<file path="src/design/sst_cfg.svh">
// Offsets, field positions, reset values and timing counts of the sense unit.
`ifndef SST_CFG_SVH
`define SST_CFG_SVH
`define SST_CLK_MHZ         50
`define SST_SELFTEST_US     10
`define SST_SELFTEST_CYC    (`SST_SELFTEST_US * `SST_CLK_MHZ)
`define SST_OFF_CTRL        8'h00
`define SST_OFF_STAT        8'h04
`define SST_OFF_MASK        8'h08
`define SST_OFF_SUMMARY     8'h0C
`define SST_OFF_SENSE       8'h40
`define SST_SENSE_BYTES     18
`define SST_CTRL_DFEN_BIT   0
`define SST_STAT_SENSE_BIT  0
`define SST_STAT_DIAG_BIT   1
`define SST_STAT_WEND_BIT   2
`define SST_STAT_W          3
`define SST_CTRL_RST        1'b0
`define SST_MASK_RST        3'b000
`define SST_RESP_CODE       8'hF0
`define SST_ADD_LEN         8'h0A
`define SST_OP_SENDDIAG     8'h1D
`define SST_EOM_BIT         6
`define SST_ILI_BIT         5
`endif

</file>
<file path="src/design/sst_pkg.sv">
// Types shared by the sense and self-test unit.
`default_nettype none
package sst_pkg;
  typedef enum logic [4:0] {
    SST_C_NOTREADY  = 5'h00, SST_C_INTERLOCK = 5'h01, SST_C_JAM     = 5'h02,
    SST_C_COVER     = 5'h03, SST_C_NOPAPER   = 5'h04, SST_C_SEPSHEET = 5'h05,
    SST_C_ROLLER    = 5'h06, SST_C_HEADCHK   = 5'h07, SST_C_INTFAIL  = 5'h08,
    SST_C_FBFUSE    = 5'h09, SST_C_HEATFUSE  = 5'h0A, SST_C_LAMPFUSE = 5'h0B,
    SST_C_ADFFUSE   = 5'h0C, SST_C_MECH      = 5'h0D, SST_C_OPTIC    = 5'h0E,
    SST_C_ENDFAIL   = 5'h0F, SST_C_ENDFUSE   = 5'h10, SST_C_BADOP    = 5'h11,
    SST_C_BADCDB    = 5'h12, SST_C_BADLUN    = 5'h13, SST_C_BADPARM  = 5'h14,
    SST_C_BADWIN    = 5'h15, SST_C_UNITATTN  = 5'h16, SST_C_PARITY   = 5'h17,
    SST_C_XFER      = 5'h18
  } sst_cond_t;
  typedef struct packed {
    logic [3:0] key;
    logic [7:0] asc;
    logic [7:0] ascq;
  } sst_code_t;
  typedef struct packed {
    logic [7:0]  opcode;
    logic [7:0]  flags;
    logic [15:0] paramLen;
  } sst_cdb_t;
  typedef enum logic [1:0] {
    SST_D_IDLE = 2'b00, SST_D_RUN = 2'b01, SST_D_DONE = 2'b10
  } sst_diag_t;
endpackage
`default_nettype wire

</file>
<file path="src/design/sst_sense_unit.sv">
// Sense data builder, condition mapper and self-test sequencer.
//
// What this block does
// - Information field zero, else requested minus delivered.
// - Additional sense length always ten bytes.
// - Command-specific information always zero.
// - Replaceable-unit and key-specific bytes zero.
// - Not-ready codes 00/00 and 80/01.
// - Medium error 80h qualifiers per cause.
// - Hardware error codes 44h and 80h qualifiers.
// - Illegal request codes 20,24,25,26,2C/02.
// - Enabled double feed reported as jam.
// - Send diagnostic: default self test, zero length.
// - Self test: GOOD on pass, hardware error else.
// - Page-format and offline bits are ignored.
// - Unit attention after reset; aborted-command codes.
// - End-of-medium set when window reading ends.
`include "sst_cfg.svh"
`default_nettype none
module sst_sense_unit
  import sst_pkg::*;
#(
  parameter int SELFTEST_CYC = `SST_SELFTEST_CYC
) (
  input  wire logic        sys_clk,     // System clock, 50 MHz.
  input  wire logic        rst,         // Synchronous reset, active high.
  input  wire logic [7:0]  regAddr,     // Register byte address.
  input  wire logic [31:0] regWdata,    // Register write data.
  input  wire logic        regWr,       // Write strobe.
  input  wire logic        regRd,       // Read strobe.
  output logic      [31:0] regRdata,    // Read data, cycle after strobe.
  input  wire logic        condValid,   // Error condition pulse.
  input  wire sst_cond_t   condCode,    // Which condition.
  input  wire logic        readDone,    // Read command finished pulse.
  input  wire logic [31:0] reqLen,      // Requested transfer length.
  input  wire logic [31:0] actLen,      // Bytes actually delivered.
  input  wire logic        windowEnd,   // Window read complete pulse.
  input  wire logic        cdbValid,    // Command block present pulse.
  input  wire sst_cdb_t    cdb,         // Command block fields.
  input  wire logic        hwFault,     // Self-test fault level.
  input  wire logic        dblFeedPin,  // Double-feed sensor pin.
  input  wire logic        interlockPin, // Interlock open pin.
  output logic             diagDone,    // Diagnostic finished pulse.
  output logic             diagCheck,   // CHECK CONDITION with diagDone.
  output logic             irq          // Level interrupt.
);
  initial begin
    if (SELFTEST_CYC < 1) $error("SELFTEST_CYC must be at least 1");
  end

  // Sense code of each reportable condition.
  function automatic sst_code_t condMap(input sst_cond_t c);
    unique case (c)
      SST_C_NOTREADY:  condMap = '{4'h2, 8'h00, 8'h00};
      SST_C_INTERLOCK: condMap = '{4'h2, 8'h80, 8'h01};
      SST_C_JAM:       condMap = '{4'h3, 8'h80, 8'h01};
      SST_C_COVER:     condMap = '{4'h3, 8'h80, 8'h02};
      SST_C_NOPAPER:   condMap = '{4'h3, 8'h80, 8'h03};
      SST_C_SEPSHEET:  condMap = '{4'h3, 8'h80, 8'h04};
      SST_C_ROLLER:    condMap = '{4'h3, 8'h80, 8'h08};
      SST_C_HEADCHK:   condMap = '{4'h3, 8'h80, 8'h10};
      SST_C_INTFAIL:   condMap = '{4'h4, 8'h44, 8'h00};
      SST_C_FBFUSE:    condMap = '{4'h4, 8'h80, 8'h01};
      SST_C_HEATFUSE:  condMap = '{4'h4, 8'h80, 8'h02};
      SST_C_LAMPFUSE:  condMap = '{4'h4, 8'h80, 8'h03};
      SST_C_ADFFUSE:   condMap = '{4'h4, 8'h80, 8'h04};
      SST_C_MECH:      condMap = '{4'h4, 8'h80, 8'h05};
      SST_C_OPTIC:     condMap = '{4'h4, 8'h80, 8'h06};
      SST_C_ENDFAIL:   condMap = '{4'h4, 8'h80, 8'h10};
      SST_C_ENDFUSE:   condMap = '{4'h4, 8'h80, 8'h11};
      SST_C_BADOP:     condMap = '{4'h5, 8'h20, 8'h00};
      SST_C_BADCDB:    condMap = '{4'h5, 8'h24, 8'h00};
      SST_C_BADLUN:    condMap = '{4'h5, 8'h25, 8'h00};
      SST_C_BADPARM:   condMap = '{4'h5, 8'h26, 8'h00};
      SST_C_BADWIN:    condMap = '{4'h5, 8'h2C, 8'h02};
      SST_C_UNITATTN:  condMap = '{4'h6, 8'h00, 8'h00};
      SST_C_PARITY:    condMap = '{4'hB, 8'h47, 8'h00};
      SST_C_XFER:      condMap = '{4'hB, 8'h80, 8'h01};
      default:         condMap = '{4'h0, 8'h00, 8'h00};
    endcase
  endfunction

  // Pin synchronisers; the second stage is read, and on the interlock path ilPrev as well, for edge detection.
  logic dfMeta, dfSync, ilMeta, ilSync, ilPrev;
  always_ff @(posedge sys_clk) begin
    dfMeta <= dblFeedPin;
    dfSync <= dfMeta;
    ilMeta <= interlockPin;
    ilSync <= ilMeta;
    ilPrev <= rst ? 1'b0 : ilSync;
  end

  // Register file.
  logic                   dblFeedEn;
  logic [`SST_STAT_W-1:0] stat, mask;
  wire  wrCtrl = regWr && regAddr == `SST_OFF_CTRL;
  wire  wrMask = regWr && regAddr == `SST_OFF_MASK;
  always_ff @(posedge sys_clk) begin
    if (rst) begin
      dblFeedEn <= `SST_CTRL_RST;
      mask      <= `SST_MASK_RST;
    end else begin
      if (wrCtrl) dblFeedEn <= regWdata[`SST_CTRL_DFEN_BIT];
      if (wrMask) mask <= regWdata[`SST_STAT_W-1:0];
    end
  end

  // Self-test sequencer.
  sst_diag_t diagState;
  logic [$clog2(SELFTEST_CYC+1)-1:0] diagCnt;
  // Flag bits PF, DevOfL and UnitOfL are never examined here.
  wire isDiag  = cdbValid && cdb.opcode == `SST_OP_SENDDIAG;
  wire diagOk  = cdb.flags[2] && cdb.paramLen == 16'h0000;
  wire diagBad = isDiag && !diagOk && diagState == SST_D_IDLE;
  wire diagEnd = diagState == SST_D_RUN && diagCnt == '0;
  always_ff @(posedge sys_clk) begin
    if (rst) begin
      diagState <= SST_D_IDLE;
      diagCnt   <= '0;
    end else begin
      unique case (diagState)
        SST_D_IDLE: begin
          if (isDiag && diagOk) begin
            diagState <= SST_D_RUN;
            diagCnt   <= ($clog2(SELFTEST_CYC+1))'(SELFTEST_CYC - 1);
          end
        end
        SST_D_RUN: begin
          if (diagEnd) diagState <= SST_D_DONE;
          else diagCnt <= diagCnt - 1'b1;
        end
        SST_D_DONE: diagState <= SST_D_IDLE;
      endcase
    end
  end

  // A fault sampled at the end of the test sets hardware-error sense.
  logic faultSeen;
  always_ff @(posedge sys_clk) begin
    if (rst) begin
      diagDone  <= 1'b0;
      diagCheck <= 1'b0;
      faultSeen <= 1'b0;
    end else begin
      diagDone  <= diagEnd || diagBad;
      diagCheck <= (diagEnd && hwFault) || diagBad;
      faultSeen <= diagEnd && hwFault;
    end
  end

  // Sense state. The newest event wins; a posting beats the read-clear.
  sst_code_t  sense;
  logic       ili, eom, validPost;
  logic [31:0] info;
  wire sst_cond_t evCode =
      (diagEnd && hwFault)            ? SST_C_INTFAIL :
      diagBad                         ? SST_C_BADCDB  :
      (ilSync && !ilPrev)             ? SST_C_INTERLOCK :
      (dfSync && dblFeedEn)           ? SST_C_JAM     :
      condCode;
  wire evHit = (diagEnd && hwFault) || diagBad || (ilSync && !ilPrev) ||
               (dfSync && dblFeedEn) || condValid;
  wire sumRd  = regRd && regAddr == `SST_OFF_SUMMARY;
  wire lastRd = regRd && regAddr ==
                8'(`SST_OFF_SENSE + 4 * (`SST_SENSE_BYTES - 1));
  always_ff @(posedge sys_clk) begin
    if (rst) begin
      sense     <= condMap(SST_C_UNITATTN);
      validPost <= 1'b1;
      ili       <= 1'b0;
      eom       <= 1'b0;
      info      <= 32'h0000_0000;
    end else begin
      if (evHit) begin
        sense     <= condMap(evCode);
        validPost <= 1'b1;
      end else if (lastRd) begin
        sense     <= condMap(SST_C_NOTREADY) & '0;
        validPost <= 1'b0;
      end
      if (readDone) begin
        ili  <= reqLen != actLen;
        info <= (reqLen != actLen) ? reqLen - actLen : 32'h0000_0000;
      end else if (lastRd) begin
        ili  <= 1'b0;
        info <= 32'h0000_0000;
      end
      if (windowEnd) eom <= 1'b1;
      else if (lastRd) eom <= 1'b0;
    end
  end

  // Fixed-format sense bytes.
  function automatic logic [7:0] senseByte(input logic [4:0] i);
    unique case (i)
      5'd0:  senseByte = `SST_RESP_CODE;
      5'd2:  senseByte = {1'b0, eom, ili, 1'b0, sense.key};
      5'd3:  senseByte = info[31:24];
      5'd4:  senseByte = info[23:16];
      5'd5:  senseByte = info[15:8];
      5'd6:  senseByte = info[7:0];
      5'd7:  senseByte = `SST_ADD_LEN;
      5'd12: senseByte = sense.asc;
      5'd13: senseByte = sense.ascq;
      default: senseByte = 8'h00;
    endcase
  endfunction

  // Interrupt status: read clears, a same-cycle set wins.
  wire statRd = regRd && regAddr == `SST_OFF_STAT;
  logic [`SST_STAT_W-1:0] evBits;
  assign evBits = {windowEnd, diagDone, evHit};
  always_ff @(posedge sys_clk) begin
    if (rst) stat <= '0;
    else stat <= (statRd ? '0 : stat) | evBits;
  end
  always_ff @(posedge sys_clk) begin
    if (rst) irq <= 1'b0;
    else irq <= |(stat & mask);
  end

  // Read port.
  wire [7:0] senseOff = regAddr - `SST_OFF_SENSE;
  always_ff @(posedge sys_clk) begin
    if (rst) regRdata <= 32'h0000_0000;
    else if (!regRd) regRdata <= 32'h0000_0000;
    else if (regAddr >= `SST_OFF_SENSE && senseOff[1:0] == 2'b00 &&
             senseOff[7:2] < 6'(`SST_SENSE_BYTES))
      regRdata <= {24'h00_0000, senseByte(senseOff[6:2])};
    else begin
      unique case (regAddr)
        `SST_OFF_CTRL:    regRdata <= {31'h0, dblFeedEn};
        `SST_OFF_STAT:    regRdata <= {29'h0, stat};
        `SST_OFF_MASK:    regRdata <= {29'h0, mask};
        `SST_OFF_SUMMARY: regRdata <= {7'h0, validPost, 2'b00, eom, ili,
                                       sense.key, sense.asc, sense.ascq};
        default:          regRdata <= 32'h0000_0000;
      endcase
    end
  end
endmodule // sst_sense_unit
`default_nettype wire

</file>
<file path="config.mk">
export PLATFORM = sky130hd
export DESIGN_NAME = sst_sense_unit
export DESIGN_NICKNAME = d
export VERILOG_FILES = /design/src/design/sst_pkg.sv /design/src/design/sst_sense_unit.sv
export VERILOG_INCLUDE_DIRS = /design/src /design/src/design
export SDC_FILE = /design/constraint.sdc
export NUM_CORES = 1
export LEC_CHECK = 0
export ABC_AREA = 1
export BUFFER_PORTS_ARGS = -buffer_cell sky130_fd_sc_hd__buf_2
export CAP_MARGIN = 20
export CORE_ASPECT_RATIO = 1.25
export CORE_MARGIN = 3
export CORE_UTILIZATION = 58
export DETAILED_ROUTE_END_ITERATION = 12
export GPL_TIMING_DRIVEN = 1
export PLACE_DENSITY = 0.95
export SLEW_MARGIN = 20
export SYNTH_ARGS = -nofsm -noshare
export SYNTH_HDL_FRONTEND = slang
export SYNTH_SLANG_ARGS = --single-unit
</file>
<file path="constraint.sdc">
create_clock -name sys_clk -period 3.3 [get_ports sys_clk]
set_input_delay 0.165 -clock sys_clk [delete_from_list [all_inputs] [get_ports sys_clk]]
set_output_delay 0.165 -clock sys_clk [all_outputs]
set_load 0.05 [all_outputs]
</file>
==> flow_summary_export.csv <==
group,metric,value,unit
run_status,outcome,"finished, final reports clean",
sta,whs,0.0717,ns
logic_synthesis,synthCells,1028,
global_route,grt_usage,28.3,%
clock_tree,tritoncts,"yes",
clock_tree,clk_pin_slew,0.07,ns
clock_tree,cts_made_buffers,9,
power,p_leak,3.88,nW
place,place_congestion,0.978,
clock_tree,clk_latency,0.35,ns
logic_synthesis,async_flop_share,0,%
cells_and_area,antennaDiodeCount,0,
routing,wl_per_cell,14.1,um
logic_synthesis,synth_top_area_cell,"dfxtp_1",
routing,vias_per_cell,5.56,
place,post_dp_cell_area,7610,um^2
routing,ant_nets,0,
cells_and_area,layout_common_cells,"nand2_1 (242), buf_2 (140), inv_1 (134)",
power,power,3.07,mW
cells_and_area,fill_cells,978,
cells_and_area,area_delta_synth_final,15.9,%
die,die_h,127,um
power,peakVddDrop,298,uV
sta,finalMaxSlewViolations,0,
sta,period_share,66.9,%
global_route,antenna_found_initial,0,
place,io_buffers,140,
global_route,grt_overflow,0,
clock_tree,clock-sinks,99,
clock_tree,h-tree-depth,3,
cells_and_area,fin_cells,1308,
clock_tree,clockBufferDepth,2,
worst_setup_path,crit_type,"flop to flop",
sta,rsz0062_at_grt,"false",
sta,max_slew.worst_pin.slew,0.797,ns
sta,setup_tns,0,ns
power,p_sw,0.963,mW
clock_tree,cts_setup_buffers,0,
sta,slew_headroom,46.7,%
routing,vias,7274,
global_route,grt_start_max_net_pins,67,
die,ios,187,
worst_setup_path,endpoint_kind,"flop",
worst_setup_path,crit_arrival,2.49,ns
worst_setup_path,slowest_stage,"dfxtp_1",
cells_and_area,ff_latch_area,1980,um^2
clock_tree,root_buffer,"clkbuf_16",
power,swShare,31.4,%
logic_synthesis,synth-seq-cells,99,
sta,hold_viol,0,
logic_synthesis,syn_area,6850,um^2
logic_synthesis,synth_area_per_cell,6.66,um^2
logic_synthesis,ys_top_cells_by_area,"dfxtp_1 (29%), nand2_1 (13%), ha_1 (8.0%), a21oi_1 (7.5%), inv_1 (7.3%)",
worst_setup_path,required,3.59,ns
worst_setup_path,slowest_delay,0.30,ns
run,drv_cap,0,
cells_and_area,layout_commonest_cell,"nand2_1",
power,power_density,386,nW/um^2
logic_synthesis,synth_edf_count,0,
place,dpl_worst_slack,1.01,ns
routing,first_pass_iters,7,
routing,first_iter_violations,579,
hold_path,hold_class,"primary input to flop",
cells_and_area,design_area,7940,um^2
sta,finalSetupViolations,0,
routing,route.detailed.drc,0,
sta,worst_slack,1.09,ns
sta,fin_crit,2.21,ns
worst_setup_path,cp-start-kind,"flop",
routing,drt_wl_total,18500,um
die,die-width,103,um
sta,clock.fmax,0.453,GHz
worst_setup_path,ff2ff_setup_slack,1.09,ns
power,pwr-share-comb,22.7,%
clock_tree,cts_resized,0,
global_route,grt_pass1_wl,30200,um
power,p_clk_share,35.5,%
place,dp_cells,1290,
logic_synthesis,ys_warn_count,0,
power,p_int,2.10,mW
cells_and_area,drive_gt1_share,18.6,%
worst_setup_path,crit_path_cell_trace,"inv_1 -> ha_1 -> nand3_2 -> nor2_4 -> nand3_4 -> nand2_4 -> nor2_2 -> inv_1 -> ha_1 -> nand2_2 -> inv_2 -> nand2_1 -> nand2_1 -> nand3_1 -> a21oi_2",
die,core_area,11300,um^2
die,die_area,13200,um^2
cells_and_area,final_util,70.2,%
place,dp_hpwl,14500,um
sta,skew,0.00829,ns
power,p_seq_share,41.8,%
die,start_util,60.6,%
global_route,grt_pass1_vias,6957,
worst_setup_path,crit_fanout,7,
logic_synthesis,yosysTopAreaCellShare,28.9,%
cells_and_area,fin_nets,1365,
logic_synthesis,yosysSeqAreaShare,28.9,%
cells_and_area,multi_input_area,4190,um^2
logic_synthesis,synth_cell_types,55,
die,rows,43,
logic_synthesis,yosys_most_used_dff,"dfxtp_1",
-- cell type report --
type	instances	share of cell area, %
Multi-Input combinational cell	772	52.8
Sequential cell	99	25.0
Timing Repair Buffer	144	9.32
Tap cell	135	2.13
Inverter	142	6.84
Clock inverter	7	1.06
Clock buffer	9	2.84
-- critical path, delay by kind of cell, from the launching register on --
family / cells / cell delay (ns)
AOI/OAI and AO/OA: 1 / 0.13
adders and majority gates: 2 / 0.39
buffers and inverters: 3 / 0.31
DFF: 1 / 0.30
and+or+nand+nor: 9 / 1.03
-- what timing repair did --
action | 4_1_cts | 5_1_grt
endpoints found under the hold margin | 2 | 0
hold buffers | 2 | 0
endpoints found under the setup margin | 0 | 0
-- kinds of logic after synthesis --
| group | synth area share [%] |
|---|---|
| buffers and inverters | 10.3 |
| and+or+nand+nor | 32.7 |
| adders and majority gates | 8.33 |
| DFF | 28.9 |
| AOI/OAI and AO/OA | 18.0 |
| xor gates and xnor gates | 1.66 |
| other | 0.0548 |
-- sequential cells by signal, indices dropped and copies added (netlist names), 2 cells and up --
name and cells:
info 32, regRdata 22, sense 16, diagCnt 9, mask 3, stat 3
diagState 2
-- routing by layer --
layer / part of all wire (%) / global-route usage [%] / vias up
met5: 0 / 0 / -
li1: - / - / 3647
met3: 7.0 / 3.44 / 69
met2: 50 / 51.3 / 344
met4: 4.5 / 13.5 / 0
met1: 39 / 32.2 / 3214
-- power by group through the flow --
stage	registers, mW	logic [mW]	clock network [mW]
final	1.28	0.697	1.09
after global routing	1.29	0.787	1.13
after CTS	1.28	0.686	1.09
after detailed placement	1.31	0.678	0
after global placement	1.30	0.664	0
after floorplan	1.30	0.501	0
-- final timing paths --
path / startpoint / end / depth (start not counted)
min: windowEnd / stat[2] / 3
max: diagCnt[0] / sense[14] / 15
min reg2reg: ilMeta / ilSync / 0
max reg2reg: diagCnt[0] / sense[14] / 15
-- cells in the mapped netlist, types with 3 or more instances --
library cell  instances
dfxtp_1              99
nand3_1              66
a21oi_1             102
o21bai_1              4
a21oi_2               9
nand3b_1             10
xnor2_1               4
buf_2                 3
a22o_1                5
buf_4                10
nor3_1               11
ha_1                 44
clkbuf_1              8
inv_1               134
a31oi_1               5
o21ai_0              59
or2_2                 3
o21a_1                4
nand4_1              11
nand2_2              14
nor2_1              105
o31ai_1               7
nand2_4               4
a21o_1                3
nor2_2                6
xor2_1                9
nand2_1             242
inv_2                 5
No activity file was read; power rests on OpenSTA's default activity.
